## src/channel_power_defs.vh

```
// Register map, field positions and reset values of the channel power register bank.
`ifndef CHANNEL_POWER_DEFS_VH
`define CHANNEL_POWER_DEFS_VH
`define REG_ADDR_W          7
`define REG_DATA_W          8
`define CHANNEL_COUNT       8
`define ADDR_INPUT_ENABLE   7'h73
`define ADDR_SLOT_ENABLE    7'h74
`define ADDR_POWER_CONFIG   7'h75
`define ADDR_POWER_STATUS   7'h76
`define RST_INPUT_ENABLE    8'hf0
`define RST_SLOT_ENABLE     8'h00
`define RST_POWER_CONFIG    8'h00
`define RST_POWER_STATUS    8'h00
`define BIT_BIAS_ON         7
`define BIT_DECIM_ON        6
`define BIT_SYNTH_ON        5
`define BIT_DYNAMIC         4
`define LIMIT_HI            3
`define LIMIT_LO            2
`define BIT_SPARE_RW        1
`define POWER_CONFIG_WMASK  8'hfe
`define LIMIT_CH2           2'h0
`define LIMIT_CH4           2'h1
`define LIMIT_CH6           2'h2
`define LIMIT_CH8           2'h3
`define MASK_CH2            8'hc0
`define MASK_CH4            8'hf0
`define MASK_CH6            8'hfc
`define MASK_CH8            8'hff
`define ZERO_BYTE           8'h00
`endif

```

## src/channel_power_slot_enable_regs.v

```verilog
// Register bank for output slot enables, power configuration and channel power status.
`timescale 1ns/1ps
`include "channel_power_defs.vh"
module channel_power_slot_enable_regs (
  input  wire                    ref_clk_in,
  input  wire                    rst_in,
  input  wire                    clk_en_in,
  input  wire                    reg_write_in,
  input  wire                    reg_read_in,
  input  wire [`REG_ADDR_W-1:0]  reg_addr_in,
  input  wire [`REG_DATA_W-1:0]  reg_wdata_in,
  output reg  [`REG_DATA_W-1:0]  reg_rdata_out,
  output wire [`REG_DATA_W-1:0]  slot_drive_en_out,
  output wire                    bias_power_on_out,
  output wire                    synth_power_on_out,
  output wire [`REG_DATA_W-1:0]  decimation_power_out
);
  reg  [`REG_DATA_W-1:0] input_channel_enable;
  reg  [`REG_DATA_W-1:0] output_slot_enable;
  reg  [`REG_DATA_W-1:0] power_configuration;
  reg  [`REG_DATA_W-1:0] limit_mask;
  reg  [`REG_DATA_W-1:0] next_rdata;
  wire [`REG_DATA_W-1:0] channel_power_status;
  wire [`REG_DATA_W-1:0] want_on;
  wire                   decimation_power_on;
  wire                   per_channel_dynamic_power;
  wire [1:0]             dynamic_channel_limit;

  assign decimation_power_on       = power_configuration[`BIT_DECIM_ON];
  assign per_channel_dynamic_power = power_configuration[`BIT_DYNAMIC];
  assign dynamic_channel_limit     = power_configuration[`LIMIT_HI:`LIMIT_LO];

  always @* begin
    case (dynamic_channel_limit)
      `LIMIT_CH2: limit_mask = `MASK_CH2;
      `LIMIT_CH4: limit_mask = `MASK_CH4;
      `LIMIT_CH6: limit_mask = `MASK_CH6;
      `LIMIT_CH8: limit_mask = `MASK_CH8;
      default:    limit_mask = `MASK_CH8;
    endcase
  end

  // Channels beyond the dynamic limit stay off while dynamic mode is in use.
  assign want_on = (decimation_power_on ? input_channel_enable : `ZERO_BYTE)
                 & (per_channel_dynamic_power ? limit_mask : `MASK_CH8);

  always @(posedge ref_clk_in or posedge rst_in) begin
    if (rst_in) begin
      input_channel_enable <= `RST_INPUT_ENABLE;
      output_slot_enable   <= `RST_SLOT_ENABLE;
      power_configuration  <= `RST_POWER_CONFIG;
    end else if (clk_en_in && reg_write_in) begin
      case (reg_addr_in)
        `ADDR_INPUT_ENABLE: input_channel_enable <= reg_wdata_in;
        `ADDR_SLOT_ENABLE:  output_slot_enable   <= reg_wdata_in;
        `ADDR_POWER_CONFIG: power_configuration  <= reg_wdata_in & `POWER_CONFIG_WMASK;
        default: begin
        end
      endcase
    end
  end

  channel_power_tracker u_tracker (
    .ref_clk_in      (ref_clk_in),
    .rst_in          (rst_in),
    .clk_en_in       (clk_en_in),
    .want_on_in      (want_on),
    .allow_change_in (per_channel_dynamic_power),
    .powered_out     (channel_power_status)
  );

  always @* begin
    case (reg_addr_in)
      `ADDR_INPUT_ENABLE: next_rdata = input_channel_enable;
      `ADDR_SLOT_ENABLE:  next_rdata = output_slot_enable;
      `ADDR_POWER_CONFIG: next_rdata = power_configuration;
      `ADDR_POWER_STATUS: next_rdata = channel_power_status;
      default:            next_rdata = `ZERO_BYTE;
    endcase
  end

  always @(posedge ref_clk_in or posedge rst_in) begin
    if (rst_in) begin
      reg_rdata_out <= `RST_POWER_STATUS;
    end else if (clk_en_in && reg_read_in) begin
      reg_rdata_out <= next_rdata;
    end
  end

  // Slot enables only gate the serial driver; the pad itself lives outside.
  assign slot_drive_en_out    = output_slot_enable;
  assign bias_power_on_out    = power_configuration[`BIT_BIAS_ON];
  assign synth_power_on_out   = power_configuration[`BIT_SYNTH_ON];
  assign decimation_power_out = channel_power_status;
endmodule // channel_power_slot_enable_regs

```

## src/channel_power_tracker.v

```verilog
// Per-channel power state tracker feeding the power status register.
`timescale 1ns/1ps
`include "channel_power_defs.vh"
module channel_power_tracker (
  input  wire                      ref_clk_in,
  input  wire                      rst_in,
  input  wire                      clk_en_in,
  input  wire [`REG_DATA_W-1:0]    want_on_in,
  input  wire                      allow_change_in,
  output wire [`REG_DATA_W-1:0]    powered_out
);
  reg  [`REG_DATA_W-1:0] powered;
  wire [`REG_DATA_W-1:0] next_powered;
  wire                   any_on;
  assign any_on = |powered;
  genvar i;
  generate
    for (i = 0; i < `CHANNEL_COUNT; i = i + 1) begin : g_ch
      // Without dynamic mode a channel may only rise while all channels are idle,
      // except that powering down is always honoured so the device can be shut off.
      assign next_powered[i] = want_on_in[i] & (allow_change_in | ~any_on | powered[i]);
    end
  endgenerate
  // One register for all channels keeps a single driver on the status word.
  always @(posedge ref_clk_in or posedge rst_in) begin
    if (rst_in) begin
      powered <= `ZERO_BYTE;
    end else if (clk_en_in) begin
      powered <= next_powered;
    end
  end
  assign powered_out = powered;
endmodule // channel_power_tracker

```

## config.mk

```make
export PLATFORM = sky130hd
export DESIGN_NAME = channel_power_slot_enable_regs
export DESIGN_NICKNAME = d
export VERILOG_FILES = /design/src/channel_power_slot_enable_regs.v /design/src/channel_power_tracker.v
export VERILOG_INCLUDE_DIRS = /design/src
export SDC_FILE = /design/constraint.sdc
export NUM_CORES = 1
export LEC_CHECK = 0
export ABC_AREA = 1
export BUFFER_PORTS_ARGS = -buffer_cell sky130_fd_sc_hd__buf_2
export CORE_MARGIN = 1.5
export CORE_UTILIZATION = 54
export CTS_CLUSTER_SIZE = 20
export DETAILED_ROUTE_END_ITERATION = 7
export GPL_ROUTABILITY_DRIVEN = 0
export PLACE_DENSITY = 0.8
export SYNTH_ARGS = -nofsm -noshare
export SYNTH_HDL_FRONTEND = slang
export SYNTH_SLANG_ARGS = --single-unit
```

## constraint.sdc

```tcl
create_clock -name ref_clk_in -period 1.34 [get_ports ref_clk_in]
set_input_delay 0.268 -clock ref_clk_in [delete_from_list [all_inputs] [get_ports ref_clk_in]]
set_output_delay 0.268 -clock ref_clk_in [all_outputs]
set_load 0.01 [all_outputs]
```

==> run_results.csv, run 1 <==
group,metric,value,unit
synth,synth_seq_cells,39,
place,io_buffers,45,
drt,wl,4730,µm
clocking,h-tree-depth,2,
critical_path,critPathMaxFanout,4,
synth,yosys_warnings,0,
clocking,clkLatencyLatePin,0.29,ns
synth,synthesis.area,2070,µm²
pwr,p_sw,724,µW
final_layout,area_growth,18.6,%
floorplanning,core,3660,µm²
critical_path,crit_buf_inv,1,
sta,rsz0062_at_grt,"no",
grt,grt.overflow.total,0,
grt,grt_max_degree,40,
floorplanning,rows,22,
pwr,power.density,1040,nW/µm²
synth,syn_avg_cell_area,8.35,µm²
critical_path,crit_slowest_cell,"dfrtp_1",
final_layout,nets,321,
sta,slew-limit-headroom,80.3,%
sta,fin_skew,0.0121,ns
critical_path,cp-start-kind,"flip-flop",
pwr,power.internal,1830,µW
critical_path,cp.arrival,0.90,ns
critical_path,max_stage_delay,0.44,ns
synth,synth_edf_count,0,
synth,synth_seq_area_share,47.4,%
grt,grt_usage,25.0,%
critical_path,r2r_end,"u_tracker.powered_out[2]",
critical_path,worstSetupPathType,"reg2out",
critical_path,r2r_slack,0.20,ns
outcome,status,"finished, final reports clean",
place,dp.cells,342,
pwr,netSwitchingFraction,28.4,%
synth,synthTopCellsByArea,"dfrtp_1 42%, nand2_1 13%, nand3_1 7.3%",
floorplanning,ioPinCount,46,
floorplanning,start_util,56.6,%
clocking,cts-root-buf,"clkbuf_8",
grt,grt_pass1_wl,8020,µm
clocking,cts_hold_buf,0,
floorplanning,design.die.area,4220,µm²
sta,drv_slew,0,
sta,fin_crit_sh,87.0,%
pwr,combinationalPowerShare,14.8,%
grt,grt_pass1_vias,1705,
critical_path,reg2reg_depth,5,
drt,route.vias.total,1819,
clocking,clockBufferDepth,2,
drt,dr.pass1.iters,4,
critical_path,cp_top_family,"flip-flops",
sta,setup_viol,0,
final_layout,layout-drive-gt1-share,28.8,%
drt,drc,0,
run,max-cap-violations,0,
floorplanning,dieHeight,64.9,µm
synth,syn-num-nets,268,
clocking,tritoncts,"done",
clocking,clk_pin_slew,0.08,ns
clocking,cts_setup_buffers,0,
synth,yosys.area.top_type,"dfrtp_1",
clocking,ctsResizeCount,0,
drt,drtAntennaViolNets,0,
sta,whs,0.0199,ns
synth,synth.top_cell.area_share,42.3,%
sta,hold_violations,0,
grt,antenna_found_initial,0,
pwr,p_leak,0.00145,µW
critical_path,reg2reg_from,"u_tracker.powered_out[7]",
sta,tns,0,ns
drt,drt-vias-per-instance,5.20,
drt,wl_per_cell,13.5,µm
floorplanning,die_w,64.9,µm
final_layout,diodes,0,
synth,yosys_most_used_dff,"dfrtp_1",
critical_path,cp-end-kind,"output pin",
synth,postSynthCellCount,248,
min_path,min_path_type,"in2async",
sta,worstMarginPinSlew,0.295,ns
sta,finalCriticalPeriod,1.17,ns
critical_path,cp_cell_sequence,"buf_2",
pwr,power.share.clock,31.9,%
drt,drt_iter0_markers,115,
sta,fmax,858,MHz
place,dp_hpwl,3640,µm
clocking,clock-sinks,39,
final_layout,layoutNonFillerInstCount,350,
critical_path,crit_required,1.07,ns
pwr,peakVddDrop,587,µV
synth,synthArstFlopShare,100,%
pwr,power_frac_seq,53.3,%
synth,synthDistinctLibCells,24,
clocking,cts_buffers,5,
==> power groups by stage <==
stage / logic (µW) / registers (µW) / clock network, µW
6_report: 378 / 1360 / 814
5_1_grt: 425 / 1370 / 907
4_1_cts: 380 / 1360 / 833
3_5_place_dp: 379 / 1380 / 0
3_3_place_gp: 369 / 1380 / 0
2_1_floorplan: 203 / 1380 / 0
==> per-layer routing <==
layer / global-route usage [%] / vias up / routed length (µm)
li1: - / 917 / -
met4: 10.1 / 0 / 78
met1: 34.8 / 827 / 2170
met3: 3.65 / 9 / 266
met2: 39.4 / 66 / 2210
met5: 0 / - / 0
==> Yosys cell counts, types with 2 or more instances <==
cell     number
nor2_4        2
nand2_2       8
inv_2         2
nor3_1        2
nor2_1       17
dfrtp_1      35
a21oi_1      13
dfstp_2       4
nand2_4       3
nand2_1      70
a31oi_1       2
o21ai_2       2
inv_1        15
nand3_1      30
o21ai_1       8
nor2_8        5
o21ai_0      21
buf_6         3
==> sequential cells by signal, indices dropped and copies added (netlist names) <==
signal                 count
input_channel_enable       8
power_configuration        7
reg_rdata_out              8
slot_drive_en_out          8
u_tracker.powered_out      8
==> stage by stage <==
step	utilization, %	area, µm²	worst slack (ns)	power [µW]
after floorplan	-	2070	0.189	1580
after global placement	64.5	2360	0.0964	1750
after detailed placement	64.5	2360	0.0164	1760
after CTS	67.1	2460	0.159	2570
after global routing	67.1	2460	0.0232	2700
final	67.1	2460	0.174	2550
==> cells by family (layout without fill, tap and decap cells) <==
logic type | count (synthesis) | after routing | synth area share, %
AO/OA/AOI/OAI | 46 | 46 | 11.6
buffers and inverters | 23 | 77 | 5.98
flip-flops | 39 | 39 | 47.4
AND/OR/NAND/NOR | 140 | 140 | 35.0
==> how the worst max path moves through the flow <==
| stage | from | to | slack [ns] | cells after the start |
|---|---|---|---|---|
| 2_1_floorplan | rst_in | input_channel_enable[0] | 0.19 | 1 |
| 3_3_place_gp | reg_addr_in[1] | slot_drive_en_out[5] | 0.1 | 7 |
| 3_5_place_dp | reg_addr_in[1] | slot_drive_en_out[6] | 0.02 | 7 |
| 4_1_cts | u_tracker.powered_out[5] | decimation_power_out[5] | 0.16 | 1 |
| 5_1_grt | u_tracker.powered_out[6] | u_tracker.powered_out[1] | 0.02 | 5 |
| 6_report | u_tracker.powered_out[5] | decimation_power_out[5] | 0.17 | 1 |
==> cell usage in the layout (no fill, tap or decap) <==
master    Yosys  routed
a21oi_1      13      13
a31oi_1       2       2
buf_12        0       1
buf_2         0      45
buf_4         1       6
clkbuf_1      1       1
clkbuf_8      0       6
clkinv_4      0       1
dfrtp_1      35      35
dfstp_2       4       4
inv_1        15      15
inv_2         2       2
nand2_1      70      70
nand2_2       8       8
nand2_4       3       3
nand2_8       1       1
nand3_1      30      30
nand4_1       1       1
nor2_1       17      17
nor2_2        1       1
nor2_4        2       2
nor2_8        5       5
nor3_1        2       2
o21ai_0      21      21
o21ai_1       8       8
o21ai_2       2       2
==> final cells by class <==
| class | instances | area (µm²) |
|---|---|---|
| flip-flops and latches | 39 | 981 |
| fillers | 316 | 1200 |
| multi-input cells | 186 | 966 |
| clock inverters | 1 | 8.76 |
| well taps | 48 | 60.1 |
| inverters | 17 | 63.8 |
| clock buffers | 7 | 86.3 |
| repair buffers | 52 | 290 |
No activity file was read; power rests on OpenSTA's default activity.
==> run 2: changes to the inputs <==
==> constraint.sdc (replaced) <==
create_clock -name ref_clk_in -period 1.34 [get_ports ref_clk_in]
set_input_delay 0.134 -clock ref_clk_in [delete_from_list [all_inputs] [get_ports ref_clk_in]]
set_output_delay 0.134 -clock ref_clk_in [all_outputs]
set_load 0.01 [all_outputs]
==> run 2 against run 1 <==
Effect of this change:
- final cell count fell by 0.86%
- clock skew fell by 0.0081 ns
- sequential power barely moved
- non-clock buffer count fell by 3
- sequential share of layout area rose by 0.56 points
- via count rose by 1.9%
- global-route usage fell by 0.38 points
- first-iteration DRC count fell by 19%
- die area did not move
- largest cell class unchanged
- highest routed layer unchanged
==> run_results.csv, run 2 (synthesized netlist as in run 1, its figures left out) <==
group,metric,value,unit
critical_path,worstSetupPathType,"reg2reg",
sta,fin_crit_sh,86.2,%
floorplanning,core,3660,µm²
pwr,power,2510,µW
final_layout,mostFrequentLayoutCell,"nand2_1",
critical_path,critPathMaxFanout,8,
clocking,tritoncts,"done",
grt,grt_max_degree,40,
pwr,peakVddDrop,738,µV
sta,worstMarginPinSlew,0.315,ns
final_layout,multi_input_area,966,µm²
sta,slew-limit-headroom,79.0,%
clocking,ctsResizeCount,0,
final_layout,area_growth,17.0,%
final_layout,diodes,0,
critical_path,cp-start-kind,"flip-flop",
clocking,clkLatencyLatePin,0.29,ns
drt,drt-vias-per-instance,5.34,
drt,drt_iter0_markers,93,
grt,antenna_found_initial,0,
floorplanning,ioPinCount,46,
sta,fin_skew,0.00395,ns
clocking,cts_hold_buf,1,
sta,whs,0.0601,ns
critical_path,cp-end-kind,"flip-flop",
place,dp_hpwl,3630,µm
run,max-cap-violations,0,
grt,grt_usage,24.7,%
drt,wl,4790,µm
grt,grt_pass1_wl,7860,µm
clocking,clockBufferDepth,2,
clocking,cts_buffers,5,
floorplanning,design.die.area,4220,µm²
pwr,power.density,1030,nW/µm²
sta,fmax,865,MHz
clocking,h-tree-depth,2,
pwr,p_leak,0.00143,µW
floorplanning,start_util,56.6,%
final_layout,layoutNonFillerInstCount,347,
place,pre_cts_ws,0.102,ns
floorplanning,rows,22,
floorplanning,dieHeight,64.9,µm
drt,drc,0,
clocking,cts_setup_buffers,0,
final_layout,final-seq-area,981,µm²
min_path,min_path_type,"in2reg",
final_layout,final_cell_mix,"70 x nand2_1, 45 x buf_2, 35 x dfrtp_1",
clocking,clk_pin_slew,0.07,ns
sta,worst_slack,0.184,ns
drt,dr.pass1.iters,5,
floorplanning,die_w,64.9,µm
grt,grt.overflow.total,0,
sta,setup_viol,0,
grt,grt_pass1_vias,1670,
sta,finalCriticalPeriod,1.16,ns
drt,wl_per_cell,13.8,µm
final_layout,nets,318,
drt,route.vias.total,1853,
place,dp.cells,338,
clocking,clock-sinks,39,
final_layout,fillers,322,
place,io_buffers,45,
sta,hold_violations,0,
sta,rsz0062_at_grt,"no",
sta,tns,0,ns
drt,drtAntennaViolNets,0,
critical_path,crit_required,1.56,ns
outcome,status,"finished, final reports clean",
clocking,cts-root-buf,"clkbuf_8",
final_layout,layout-drive-gt1-share,27.4,%
critical_path,cp.arrival,1.37,ns
sta,drv_slew,0,
-- run 2: cell type report --
type | count | area share [%]
clock inverter | 1 | 0.207
inverter | 17 | 2.63
tap | 48 | 2.48
clock buffer | 7 | 3.15
multi-input combinational | 186 | 39.9
sequential | 39 | 40.5
timing repair buffer | 49 | 11.2
-- run 2: worst paths after layout --
kind,endpoint,startpoint,slack (ns),depth (start not counted)
worst max-delay path,u_tracker.powered_out[5],u_tracker.powered_out[7],0.18,5
worst min-delay path,input_channel_enable[7],reg_wdata_in[7],0.06,3
worst max register to register,u_tracker.powered_out[5],u_tracker.powered_out[7],0.18,5
worst min register to register,reg_rdata_out[4],reg_rdata_out[4],0.48,2
max in group asynchronous,input_channel_enable[7],rst_in,0.65,4
min in group asynchronous,reg_rdata_out[7],rst_in,0.42,4
-- run 2: report_power, final --
part / total [µW] / switching (µW) / internal [µW]
Clock: 767 / 401 / 365
Combinational: 374 / 237 / 137
Sequential: 1360 / 96.8 / 1270
Total: 2510 / 735 / 1770
-- run 2: layer usage --
| metal | up-vias | GRT usage (%) | wire length, µm | share of wire, % |
|---|---|---|---|---|
| met5 | - | 0 | 0 | 0 |
| met4 | 0 | 5.59 | 70 | 1.5 |
| met3 | 9 | 5.73 | 296 | 6.2 |
| met2 | 74 | 39.8 | 2230 | 47 |
| met1 | 854 | 33.8 | 2190 | 46 |
| li1 | 916 | - | - | - |
-- run 2: stage by stage --
stage / utilization [%] / area, µm²
floorplan: - / 2070
CTS: 66.2 / 2420
global route: 66.2 / 2420
detailed placement: 63.7 / 2330
finish: 66.2 / 2420
global placement: 63.7 / 2330
-- run 2: critical path: stages (launching register included) --
cell,delay [ns]
dfrtp_1,0.44
nor2_1,0.12
nand4_1,0.10
nand2_1,0.21
a21oi_1,0.10
nor2_1,0.12
